--- config.mk ---
export PLATFORM = sky130hd
export DESIGN_NAME = dimm_pins
export DESIGN_NICKNAME = d
export VERILOG_FILES = /design/src/dimm_pins_pkg.sv /design/src/dimm_pins.sv
export SDC_FILE = /design/constraint.sdc
export NUM_CORES = 1
export LEC_CHECK = 0
export BUFFER_PORTS_ARGS = -buffer_cell sky130_fd_sc_hd__buf_2
export CORE_UTILIZATION = 30
export CTS_CLUSTER_DIAMETER = 80
export DETAILED_ROUTE_END_ITERATION = 10
export HOLD_SLACK_MARGIN = 0.06
export SLEW_MARGIN = 0
export SYNTH_ARGS = -nofsm -noshare
export SYNTH_HDL_FRONTEND = slang
export SYNTH_SLANG_ARGS = --single-unit
--- constraint.sdc ---
create_clock -name CLK_SYS -period 20.2 [get_ports CLK_SYS]
set_input_delay 1.01 -clock CLK_SYS [delete_from_list [all_inputs] [get_ports CLK_SYS]]
set_output_delay 1.01 -clock CLK_SYS [all_outputs]
set_load 0.01 [all_outputs]
--- src/dimm_pins_pkg.sv ---
package dimm_pins_pkg;
  // ----------------------------------------------------------------
  // timing
  // ----------------------------------------------------------------
  localparam int CLK_NS = 50;
  localparam int BEAT_NS = 200;
  localparam int BEAT_CYC = BEAT_NS / CLK_NS;
  localparam int ALERT_CRC_NS = 600;
  localparam int ALERT_CRC_CYC = (ALERT_CRC_NS + CLK_NS - 1) / CLK_NS;
  localparam int PAR_REC_NS = 2000;
  localparam int PAR_REC_CYC = (PAR_REC_NS + CLK_NS - 1) / CLK_NS;
  localparam int BURST_LEN = 8;
  // ----------------------------------------------------------------
  // register map and fields
  // ----------------------------------------------------------------
  localparam logic [7:0] REG_CFG = 8'h00;
  localparam logic [7:0] REG_TEMP = 8'h04;
  localparam logic [7:0] REG_TCRIT = 8'h08;
  localparam logic [7:0] REG_STAT = 8'h0C;
  localparam logic [7:0] REG_MODE = 8'h10;
  localparam int CFG_ORG_LSB = 0;
  localparam int CFG_CONN_BIT = 2;
  localparam logic [1:0] ORG_X4 = 2'h0;
  localparam logic [1:0] ORG_X8 = 2'h1;
  localparam logic [1:0] ORG_X16 = 2'h2;
  localparam logic [1:0] ORG_RST = ORG_X8;
  localparam logic [7:0] TEMP_RST = 8'h19;
  localparam logic [7:0] TCRIT_RST = 8'h5F;
  // ----------------------------------------------------------------
  // mode register fields
  // ----------------------------------------------------------------
  localparam int MR1_RTT_LSB = 8;
  localparam int MR1_TDQS_BIT = 11;
  localparam int MR2_CRC_BIT = 12;
  localparam int MR4_VREF_BIT = 4;
  localparam int MR5_PAR_LSB = 0;
  localparam int MR5_DM_BIT = 10;
  localparam int MR5_WDBI_BIT = 11;
  localparam int MR5_RDBI_BIT = 12;
  localparam logic [2:0] MR_SEL1 = 3'h1;
  localparam logic [2:0] MR_SEL2 = 3'h2;
  localparam logic [2:0] MR_SEL4 = 3'h4;
  localparam logic [2:0] MR_SEL5 = 3'h5;
  // command codes on {ras_n, cas_n, we_n} with act_n high
  localparam logic [2:0] CMD_MRS = 3'h0;
  localparam logic [2:0] CMD_WR = 3'h4;
  localparam logic [2:0] CMD_RD = 3'h5;
  // ----------------------------------------------------------------
  // carriers
  // ----------------------------------------------------------------
  typedef struct packed {
    logic act_n;
    logic ras_n;
    logic cas_n;
    logic we_n;
    logic [1:0] bg;
    logic [1:0] ba;
    logic [13:0] addr;
  } ca_s;
  typedef struct packed {
    logic ck_t;
    logic ck_c;
    logic cs_n;
    ca_s ca;
    logic parity;
    logic odt;
    logic [15:0] dq;
    logic [1:0] dqs_t;
    logic [1:0] dqs_c;
    logic [1:0] dm_n;
    logic alert_n;
  } pin_s;
  typedef enum {ST_IDLE, ST_WRITE, ST_WCRC, ST_READ} state_e;
endpackage : dimm_pins_pkg

--- src/dimm_pins.sv ---
// The address map and register access over Wishbone are this design's own decisions.
`timescale 1ns/1ns
module dimm_pins (
  input wire logic CLK_SYS,
  input wire logic NRST,
  input wire logic RESET_N,
  input wire logic WB_CYC_I,
  input wire logic WB_STB_I,
  input wire logic WB_WE_I,
  input wire logic [7:0] WB_ADR_I,
  input wire logic [3:0] WB_SEL_I,
  input wire logic [31:0] WB_DAT_I,
  output logic [31:0] WB_DAT_O,
  output logic WB_ACK_O,
  input wire logic CK_T,
  input wire logic CK_C,
  input wire logic CS_N,
  input wire dimm_pins_pkg::ca_s CA,
  input wire logic PARITY,
  input wire logic ODT,
  input wire logic [15:0] DQ_I,
  output logic [15:0] DQ_O,
  output logic DQ_OE,
  input wire logic [1:0] DQS_T_I,
  input wire logic [1:0] DQS_C_I,
  output logic [1:0] DQS_T_O,
  output logic [1:0] DQS_C_O,
  output logic DQS_OE,
  input wire logic [1:0] DM_I,
  output logic [1:0] DM_O,
  output logic DM_OE,
  input wire logic ALERT_N_I,
  output logic ALERT_N_O,
  output logic ALERT_N_OE,
  output logic EVENT_N,
  output logic [4:0] TERM_EN,
  output logic [3:0] VREF_MON
);
  // ----------------------------------------------------------------
  // reset and pin synchronisers
  // ----------------------------------------------------------------
  // device reset: either the system reset or the module reset pin
  logic rst_n;
  assign rst_n = NRST & RESET_N;

  dimm_pins_pkg::pin_s pin_now; // raw pins
  dimm_pins_pkg::pin_s s1; // first stage, read only by s2
  dimm_pins_pkg::pin_s s2; // synchronised pins
  dimm_pins_pkg::pin_s prv; // s2 one cycle ago, for edges

  assign pin_now = '{ck_t: CK_T, ck_c: CK_C, cs_n: CS_N, ca: CA,
                     parity: PARITY, odt: ODT, dq: DQ_I,
                     dqs_t: DQS_T_I, dqs_c: DQS_C_I, dm_n: DM_I,
                     alert_n: ALERT_N_I};

  // two flops before use, third keeps history
  always_ff @(posedge CLK_SYS or negedge rst_n)
  begin
    if (!rst_n)
    begin
      s1 <= '0;
      s2 <= '0;
      prv <= '0;
    end
    else
    begin
      s1 <= pin_now;
      s2 <= s1;
      prv <= s2;
    end
  end

  // ----------------------------------------------------------------
  // configuration and mode registers
  // ----------------------------------------------------------------
  logic [1:0] org; // x4, x8 or x16 organisation
  logic conn_test; // connectivity test mode
  logic [7:0] temp; // current temperature, from software
  logic [7:0] tcrit; // critical threshold
  logic [13:0] mr1;
  logic [13:0] mr2;
  logic [13:0] mr4;
  logic [13:0] mr5;
  dimm_pins_pkg::state_e state;

  // derived mode bits
  logic rtt_on;
  logic tdqs_on;
  logic crc_on;
  logic par_on;
  logic dm_on;
  logic wdbi_on;
  logic rdbi_on;
  logic is_x16;
  assign is_x16 = (org == dimm_pins_pkg::ORG_X16);
  assign rtt_on = |mr1[dimm_pins_pkg::MR1_RTT_LSB +: 3];
  assign tdqs_on = (org == dimm_pins_pkg::ORG_X8) &
                   mr1[dimm_pins_pkg::MR1_TDQS_BIT];
  assign crc_on = mr2[dimm_pins_pkg::MR2_CRC_BIT];
  assign par_on = |mr5[dimm_pins_pkg::MR5_PAR_LSB +: 3];
  assign dm_on = mr5[dimm_pins_pkg::MR5_DM_BIT] & ~tdqs_on &
                 (org != dimm_pins_pkg::ORG_X4);
  assign wdbi_on = mr5[dimm_pins_pkg::MR5_WDBI_BIT] & ~dm_on &
                   (org != dimm_pins_pkg::ORG_X4);
  assign rdbi_on = mr5[dimm_pins_pkg::MR5_RDBI_BIT] & ~tdqs_on &
                   (org != dimm_pins_pkg::ORG_X4);

  // ----------------------------------------------------------------
  // command sampling
  // ----------------------------------------------------------------
  logic ck_rise; // differential crossing, t high c low
  logic cmd_valid;
  logic par_err;
  logic par_busy;
  logic cmd_ok;
  logic [2:0] cmd3;
  assign ck_rise = s2.ck_t & ~s2.ck_c & ~(prv.ck_t & ~prv.ck_c);
  assign cmd_valid = ck_rise & ~s2.cs_n;
  assign par_err = cmd_valid & par_on & (^{s2.ca, s2.parity});
  // commands during parity recovery are dropped
  assign cmd_ok = cmd_valid & ~par_err & ~par_busy;
  assign cmd3 = {s2.ca.ras_n, s2.ca.cas_n, s2.ca.we_n};

  logic cmd_mrs;
  logic cmd_wr;
  logic cmd_rd;
  assign cmd_mrs = cmd_ok & s2.ca.act_n &
                   (cmd3 == dimm_pins_pkg::CMD_MRS);
  assign cmd_wr = cmd_ok & s2.ca.act_n & (cmd3 == dimm_pins_pkg::CMD_WR);
  assign cmd_rd = cmd_ok & s2.ca.act_n & (cmd3 == dimm_pins_pkg::CMD_RD);

  // mode register set, selected by bg0 and ba
  always_ff @(posedge CLK_SYS or negedge rst_n)
  begin
    if (!rst_n)
    begin
      mr1 <= '0;
      mr2 <= '0;
      mr4 <= '0;
      mr5 <= '0;
    end
    else if (cmd_mrs && state == dimm_pins_pkg::ST_IDLE)
    begin
      if ({s2.ca.bg[0], s2.ca.ba} == dimm_pins_pkg::MR_SEL1)
        mr1 <= s2.ca.addr;
      else if ({s2.ca.bg[0], s2.ca.ba} == dimm_pins_pkg::MR_SEL2)
        mr2 <= s2.ca.addr;
      else if ({s2.ca.bg[0], s2.ca.ba} == dimm_pins_pkg::MR_SEL4)
        mr4 <= s2.ca.addr;
      else if ({s2.ca.bg[0], s2.ca.ba} == dimm_pins_pkg::MR_SEL5)
        mr5 <= s2.ca.addr;
    end
  end

  // ----------------------------------------------------------------
  // write strobes
  // ----------------------------------------------------------------
  logic [1:0] dqs_edge; // per strobe pair, either edge
  genvar g;
  generate
    for (g = 0; g < 2; g++)
    begin : g_dqs
      // count only a true differential edge
      assign dqs_edge[g] = (s2.dqs_t[g] ^ prv.dqs_t[g]) &
                           (s2.dqs_t[g] ^ s2.dqs_c[g]);
    end
  endgenerate

  // ----------------------------------------------------------------
  // burst sequencer
  // ----------------------------------------------------------------
  logic [2:0] col; // burst base column
  logic [2:0] beat; // beat within the burst
  logic [2:0] tmr; // clock cycles within a read beat
  logic last_beat;
  logic rd_crc_beat; // read beat past the data
  logic tick; // start of a read beat
  assign last_beat = (beat == 3'(dimm_pins_pkg::BURST_LEN - 1));
  assign tick = (tmr == 3'h0);

  // state, beat and timing
  always_ff @(posedge CLK_SYS or negedge rst_n)
  begin
    if (!rst_n)
    begin
      state <= dimm_pins_pkg::ST_IDLE;
      col <= 3'h0;
      beat <= 3'h0;
      tmr <= 3'h0;
      rd_crc_beat <= 1'b0;
    end
    else
    begin
      case (state)
        dimm_pins_pkg::ST_IDLE:
        begin
          beat <= 3'h0;
          tmr <= 3'h0;
          rd_crc_beat <= 1'b0;
          col <= s2.ca.addr[5:3];
          if (cmd_wr)
            state <= dimm_pins_pkg::ST_WRITE;
          else if (cmd_rd)
            state <= dimm_pins_pkg::ST_READ;
        end
        dimm_pins_pkg::ST_WRITE:
        begin
          if (dqs_edge[0])
          begin
            beat <= beat + 3'h1;
            if (last_beat)
              state <= crc_on ? dimm_pins_pkg::ST_WCRC
                              : dimm_pins_pkg::ST_IDLE;
          end
        end
        dimm_pins_pkg::ST_WCRC:
        begin
          if (dqs_edge[0])
            state <= dimm_pins_pkg::ST_IDLE;
        end
        dimm_pins_pkg::ST_READ:
        begin
          // half a link period per beat
          if (tmr == 3'(dimm_pins_pkg::BEAT_CYC - 1))
          begin
            tmr <= 3'h0;
            beat <= beat + 3'h1;
            if (rd_crc_beat || (last_beat && !crc_on))
              state <= dimm_pins_pkg::ST_IDLE;
            else if (last_beat)
              rd_crc_beat <= 1'b1;
          end
          else
            tmr <= tmr + 3'h1;
        end
        default:
          state <= dimm_pins_pkg::ST_IDLE;
      endcase
    end
  end

  // ----------------------------------------------------------------
  // byte lanes: storage, mask, inversion
  // ----------------------------------------------------------------
  logic [5:0] idx;
  assign idx = {col, beat};
  logic [15:0] rd_raw; // stored data at the read index
  logic [15:0] rd_drv; // data as driven, after inversion
  logic [1:0] rd_inv; // lane driven inverted
  logic [1:0] lane_live; // lane exists in this organisation
  assign lane_live = {is_x16, 1'b1};

  generate
    for (g = 0; g < 2; g++)
    begin : g_lane
      logic [7:0] mem [0:63]; // one byte per beat per burst slot
      logic [7:0] wbyte;
      logic [3:0] ones;
      logic keep;
      assign wbyte = s2.dq[8 * g +: 8];
      assign keep = ~(dm_on & ~s2.dm_n[g]);
      // each lane has its own strobe on x16
      always_ff @(posedge CLK_SYS)
      begin
        if (state == dimm_pins_pkg::ST_WRITE && dqs_edge[is_x16 ? g : 0]
            && keep && lane_live[g])
          mem[idx] <= (wdbi_on & ~s2.dm_n[g]) ? ~wbyte : wbyte;
      end
      assign rd_raw[8 * g +: 8] = mem[idx];
      assign ones = 4'($countones(mem[idx]));
      // invert when more than half the bits are zero
      assign rd_inv[g] = rdbi_on & (ones < 4'h4);
      assign rd_drv[8 * g +: 8] = rd_inv[g] ? ~rd_raw[8 * g +: 8]
                                            : rd_raw[8 * g +: 8];
    end
  endgenerate

  // ----------------------------------------------------------------
  // crc accumulation and check
  // ----------------------------------------------------------------
  // xor checksum of the beats as they cross the pins
  logic [15:0] crc_acc;
  logic crc_err;
  assign crc_err = (state == dimm_pins_pkg::ST_WCRC) & dqs_edge[0] &
                   (s2.dq != crc_acc);

  always_ff @(posedge CLK_SYS or negedge rst_n)
  begin
    if (!rst_n)
      crc_acc <= 16'h0000;
    else if (state == dimm_pins_pkg::ST_IDLE)
      crc_acc <= 16'h0000;
    else if (state == dimm_pins_pkg::ST_WRITE && dqs_edge[0])
      crc_acc <= crc_acc ^ s2.dq;
    else if (state == dimm_pins_pkg::ST_READ && tick && !rd_crc_beat)
      crc_acc <= crc_acc ^ rd_drv;
  end

  // ----------------------------------------------------------------
  // read drivers
  // ----------------------------------------------------------------
  // data and strobe change on the same edge
  always_ff @(posedge CLK_SYS or negedge rst_n)
  begin
    if (!rst_n)
    begin
      DQ_O <= 16'h0000;
      DQ_OE <= 1'b0;
      DQS_T_O <= 2'h0;
      DQS_C_O <= 2'h3;
      DQS_OE <= 1'b0;
      DM_O <= 2'h3;
      DM_OE <= 1'b0;
    end
    else if (state == dimm_pins_pkg::ST_READ && tick)
    begin
      DQ_O <= rd_crc_beat ? crc_acc : rd_drv;
      DQS_T_O <= {2{~beat[0]}};
      DQS_C_O <= {2{beat[0]}};
      DQ_OE <= 1'b1;
      DQS_OE <= 1'b1;
      DM_O <= rd_crc_beat ? 2'h3 : ~rd_inv;
      DM_OE <= rdbi_on;
    end
    else if (state != dimm_pins_pkg::ST_READ)
    begin
      DQ_OE <= 1'b0;
      DQS_OE <= 1'b0;
      DM_OE <= 1'b0;
      DQS_T_O <= 2'h0;
      DQS_C_O <= 2'h3;
    end
  end

  // ----------------------------------------------------------------
  // alert
  // ----------------------------------------------------------------
  logic [5:0] alert_cnt; // cycles of alert left
  logic alert_par; // current alert is a parity recovery
  logic [7:0] crc_cnt;
  logic [7:0] par_cnt;
  assign par_busy = alert_par;

  // a new crc error, or a parity error outside parity recovery, restarts the alert; set beats expiry
  always_ff @(posedge CLK_SYS or negedge rst_n)
  begin
    if (!rst_n)
    begin
      alert_cnt <= 6'h00;
      alert_par <= 1'b0;
      crc_cnt <= 8'h00;
      par_cnt <= 8'h00;
    end
    else if (par_err && !par_busy)
    begin
      alert_cnt <= 6'(dimm_pins_pkg::PAR_REC_CYC);
      alert_par <= 1'b1;
      par_cnt <= par_cnt + 8'h01;
    end
    else if (crc_err)
    begin
      alert_cnt <= 6'(dimm_pins_pkg::ALERT_CRC_CYC);
      crc_cnt <= crc_cnt + 8'h01;
    end
    else if (alert_cnt != 6'h00)
    begin
      alert_cnt <= alert_cnt - 6'h01;
      if (alert_cnt == 6'h01)
        alert_par <= 1'b0;
    end
  end

  // open-drain alert, released in test mode
  always_ff @(posedge CLK_SYS or negedge rst_n)
  begin
    if (!rst_n)
    begin
      ALERT_N_O <= 1'b0;
      ALERT_N_OE <= 1'b0;
    end
    else
    begin
      ALERT_N_O <= 1'b0;
      ALERT_N_OE <= (alert_cnt != 6'h00) & ~conn_test;
    end
  end

  // ----------------------------------------------------------------
  // termination, vref monitor, event
  // ----------------------------------------------------------------
  logic odt_lat; // odt sampled at the clock crossing

  always_ff @(posedge CLK_SYS or negedge rst_n)
  begin
    if (!rst_n)
      odt_lat <= 1'b0;
    else if (ck_rise)
      odt_lat <= s2.odt & rtt_on;
  end

  // bits: lane0, lane1, mask0, mask1, tdqs_c
  always_ff @(posedge CLK_SYS or negedge rst_n)
  begin
    if (!rst_n)
    begin
      TERM_EN <= 5'h00;
      VREF_MON <= 4'h0;
      EVENT_N <= 1'b1;
    end
    else
    begin
      TERM_EN[0] <= odt_lat;
      TERM_EN[2] <= odt_lat;
      TERM_EN[1] <= odt_lat & is_x16;
      TERM_EN[3] <= odt_lat & is_x16;
      TERM_EN[4] <= odt_lat & tdqs_on;
      // vref seen on dq0 to dq3
      VREF_MON <= {4{mr4[dimm_pins_pkg::MR4_VREF_BIT]}};
      EVENT_N <= ~(temp > tcrit);
    end
  end

  // ----------------------------------------------------------------
  // wishbone slave
  // ----------------------------------------------------------------
  logic wb_req;
  logic wb_wr;
  assign wb_req = WB_CYC_I & WB_STB_I & ~WB_ACK_O;
  assign wb_wr = wb_req & WB_WE_I & WB_SEL_I[0];

  // one wait state, ack for any address
  always_ff @(posedge CLK_SYS or negedge rst_n)
  begin
    if (!rst_n)
      WB_ACK_O <= 1'b0;
    else
      WB_ACK_O <= wb_req;
  end

  // writable registers, low byte lane only
  always_ff @(posedge CLK_SYS or negedge rst_n)
  begin
    if (!rst_n)
    begin
      org <= dimm_pins_pkg::ORG_RST;
      conn_test <= 1'b0;
      temp <= dimm_pins_pkg::TEMP_RST;
      tcrit <= dimm_pins_pkg::TCRIT_RST;
    end
    else if (wb_wr)
    begin
      if (WB_ADR_I == dimm_pins_pkg::REG_CFG)
      begin
        org <= WB_DAT_I[dimm_pins_pkg::CFG_ORG_LSB +: 2];
        conn_test <= WB_DAT_I[dimm_pins_pkg::CFG_CONN_BIT];
      end
      else if (WB_ADR_I == dimm_pins_pkg::REG_TEMP)
        temp <= WB_DAT_I[7:0];
      else if (WB_ADR_I == dimm_pins_pkg::REG_TCRIT)
        tcrit <= WB_DAT_I[7:0];
    end
  end

  // read data, unmapped reads as zero
  always_ff @(posedge CLK_SYS or negedge rst_n)
  begin
    if (!rst_n)
      WB_DAT_O <= 32'h00000000;
    else if (wb_req && !WB_WE_I)
    begin
      if (WB_ADR_I == dimm_pins_pkg::REG_CFG)
        WB_DAT_O <= {29'h0, conn_test, org};
      else if (WB_ADR_I == dimm_pins_pkg::REG_TEMP)
        WB_DAT_O <= {24'h0, temp};
      else if (WB_ADR_I == dimm_pins_pkg::REG_TCRIT)
        WB_DAT_O <= {24'h0, tcrit};
      else if (WB_ADR_I == dimm_pins_pkg::REG_STAT)
        WB_DAT_O <= {13'h0, ~EVENT_N, s2.alert_n, alert_cnt != 6'h00,
                     par_cnt, crc_cnt};
      else if (WB_ADR_I == dimm_pins_pkg::REG_MODE)
        WB_DAT_O <= {24'h0, rtt_on, tdqs_on, crc_on, par_on,
                     mr4[dimm_pins_pkg::MR4_VREF_BIT], dm_on, wdbi_on,
                     rdbi_on};
      else
        WB_DAT_O <= 32'h00000000;
    end
  end
endmodule : dimm_pins

==> impl_results.md <==
* 1st-pass router iterations at 9
* H-tree lvl count at 3
* Seq pwr share at 47.9%
* Worst-case clock skew at 0.0512 ns
* Synth top area share at 60.9%
* Largest net degree at the start of global routing at 114
* Avg Inst Size Synth at 16.2 µm²
* Initial drt markers at 3117
* Mapped Cells at 3110
* Violated checks: DRC
* Hold-fix buffers at CTS at 0
* Combinational share of power at 14.7%
* Unrepaired setup endpoints after global routing: no
* Buffers on Ports at 128
* Final Hold Vio Count at 0
* WL/cell at 25.6 µm
* Cell variety after synth at 84
* TritonCTS Buffers at 121
* Status: finished with violations
* Antenna diode count at 0
* TNS Setup at 0 ns
* Setup violators final at 0
* Switching Power at 1.65 mW
* CP endpoint kind: flop
* CP Data Arrival Time at 9.08 ns
* Max-slew violation count at 0
* Synth Cell Area at 50500 µm²
* GRT Total Usage at 16.5%
* Clock power share at 37.3%
* Fraction of registers with async set/reset at 18.7%
* Crit-path max FO at 45
* Routed WL at 143 mm
* Area Growth Syn to Fin at 14.5%
* Total Power at 6.08 mW
* Final ANT Viol Nets at 0
* Slew @ Worst Pin at 1.13 ns
* Vias at 29174
* Crit share post-route at 42.0%
* Resized Gates After CTS at 0
* Worst relative slew slack at 24.7%
* Clock Pin Slew Worst Setup and Hold Paths at 0.06 ns
* GRT Residual Overflow at 0
* Peak VDD IR at 0.0864 mV
* Min Tclk post-route at 8.49 ns
* Clk Latency, worst-skew pair at 0.75 ns
* I/O pin count at 170
* Clock tree sinks at 1259
* Global-route wire length before repair at 205 mm
* Clock Path Buffers at 3
* Die X-Extent at 412 µm
* Root Buffer: clkbuf_16
* # rows at 150
* CTS tree: built
* LEAKAGE at 19.3 nW
* Initial Util at 30.2%
* Synth cell count leaders: edfxtp_1, dfrtp_1, nor2_1, nand2_1, mux2i_1
* Initial antenna violation count at 0
* Postcts setup bufs at 0
* MaxCap Viol Count at 0
* DRC at 1
* Main synth FF type: edfxtp_1
* Count leader, synth: edfxtp_1
* Chip height at 412 µm
* Peak Freq at 118 MHz
* Vias in the first global route at 28638
* Setup crit start kind: flop
* P per Cell Area at 105 nW/µm²
* Dominant cells by area after synthesis: edfxtp_1, dfrtp_1, mux4_2
* Post-synthesis sequential area ratio at 72.6%
* Cell taking the most area after synthesis: edfxtp_1
* Class of the worst hold path: flop to flop
* EDFF count, synth at 1024
* Synth Warn # at 0
* Via/cell ratio at 5.24
* Final #Nets at 3387
* P_int at 4.44 mW
* Share of layout cells above drive strength 1 at 19.4%
* Switching share of power at 27.0%
* Data required, critical path at 20.80 ns
* CP Class: flop to flop
* DP HPWL at 88.0 mm
* Die area at 170000 µm²
* Floorplan core area at 167000 µm²
* Seq cells post-synth at 1259
* RD Place Congestion at 0.878
* Fill count at 15840
-- layout by cell type, fill, tap and decap left out, types with 16 or more instances in the layout --
| master | instances |
|---|---|
| o22ai_1 | 62 |
| buf_2 | 128 |
| inv_1 | 29 |
| xor2_1 | 39 |
| o221ai_1 | 21 |
| buf_4 | 80 |
| xor2_4 | 16 |
| edfxtp_1 | 1024 |
| nand2b_1 | 20 |
| clkinv_1 | 23 |
| mux2_2 | 103 |
| nor2_1 | 208 |
| a22o_1 | 28 |
| mux2i_1 | 106 |
| nand3b_1 | 19 |
| a221oi_1 | 61 |
| a221o_1 | 16 |
| a21oi_1 | 81 |
| nand2_1 | 160 |
| xnor2_1 | 55 |
| ha_1 | 25 |
| nor3_1 | 26 |
| nor2b_1 | 19 |
| dfrtp_1 | 218 |
| a31oi_1 | 19 |
| clkinv_2 | 19 |
| mux4_2 | 84 |
| clkbuf_1 | 27 |
| o21ai_0 | 69 |
| clkbuf_16 | 125 |
| a22oi_1 | 75 |
| and3_1 | 21 |
| nand3_1 | 51 |
-- critical path: stages (launching register included) --
cell      delay [ns]
dfrtp_4         0.81
buf_4           0.64
buf_4           0.57
buf_4           0.56
buf_4           0.68
mux2_2          0.42
a221oi_1        0.31
o22ai_1         0.16
a22oi_1         0.38
nand4b_1        0.45
fa_1            0.68
fa_1            0.45
fa_1            0.41
ha_1            0.22
nor3_1          0.33
and2_1          0.49
xnor2_1         0.18
mux2_2          0.35
-- cell families after synthesis --
group	synth area share (%)
xor gates and xnor gates	1.95
other	0.00743
and+or+nand+nor	6.16
buffers and inverters	2.47
adders and majority gates	0.858
DFF	72.6
muxes	8.24
AOI/OAI and AO/OA	7.70
-- power groups by stage --
stage	sequential [mW]	combinational (mW)	clock [mW]
floorplan	2.95	0.543	0
global placement	2.97	0.867	0
detailed placement	2.97	0.884	0
CTS	2.92	0.888	2.30
global route	2.92	0.966	2.40
finish	2.92	0.897	2.27
-- layout make-up --
| class | count | area, µm² | share of cell area, % |
|---|---|---|---|
| Sequential cell | 1259 | 36700 | 63.4 |
| Multi-Input combinational cell | 1632 | 13000 | 22.5 |
| Clock buffer | 166 | 3410 | 5.90 |
| Tap cell | 2204 | 2760 | 4.77 |
| Timing Repair Buffer | 210 | 1280 | 2.22 |
| Clock inverter | 61 | 569 | 0.985 |
| Inverter | 32 | 121 | 0.210 |
-- per-stage QoR --
| stage | hold slack (ns) | setup WS, ns | util (%) | cells | cell area [µm²] |
|---|---|---|---|---|---|
| 6_report | 0.338 | 11.71 | 34.6 | 5564 | 57800 |
| 5_1_grt | 0.343 | 11.25 | 34.6 | 5564 | 57800 |
| 4_1_cts | 0.321 | 11.71 | 34.6 | 5564 | 57800 |
| 3_5_place_dp | 0.335 | 11.77 | 32.2 | 5337 | 53800 |
| 3_3_place_gp | 0.333 | 11.90 | 32.2 | 5337 | 53800 |
| 2_1_floorplan | 0.331 | 11.62 | - | 3123 | 50500 |
-- metal layers --
metal / track usage (%) / wire length, µm
met4: 5.99 / 4850
met5: 0 / 0
met3: 2.94 / 11800
met1: 22.2 / 58400
met2: 26.8 / 67500
-- registers in the layout (all words and copies together) (netlist names), 4 cells and up --
signal        count
prv               4
mr1               4
s2               31
crc_cnt           8
alert_cnt         6
crc_acc          16
tcrit             8
WB_DAT_O         19
temp              8
g_lane.wbyte     16
DQ_O             16
g_lane.mem     1024
par_cnt           8
mr5               6
s1               50
-- final timing paths --
| path | cells after the start | slack (ns) | to | startpoint |
|---|---|---|---|---|
| min in group asynchronous | 2 | 0.41 | s1[33] | RESET_N |
| setup / recovery | 17 | 11.71 | crc_acc[5] | beat[1] |
| max in group asynchronous | 5 | 16.94 | DQ_O[5] | NRST |
| setup reg to reg | 17 | 11.71 | crc_acc[5] | beat[1] |
| hold / removal | 0 | 0.34 | s2[5] | s1[5] |
| hold reg to reg | 0 | 0.34 | s2[5] | s1[5] |
No activity file was read; power rests on OpenSTA's default activity.
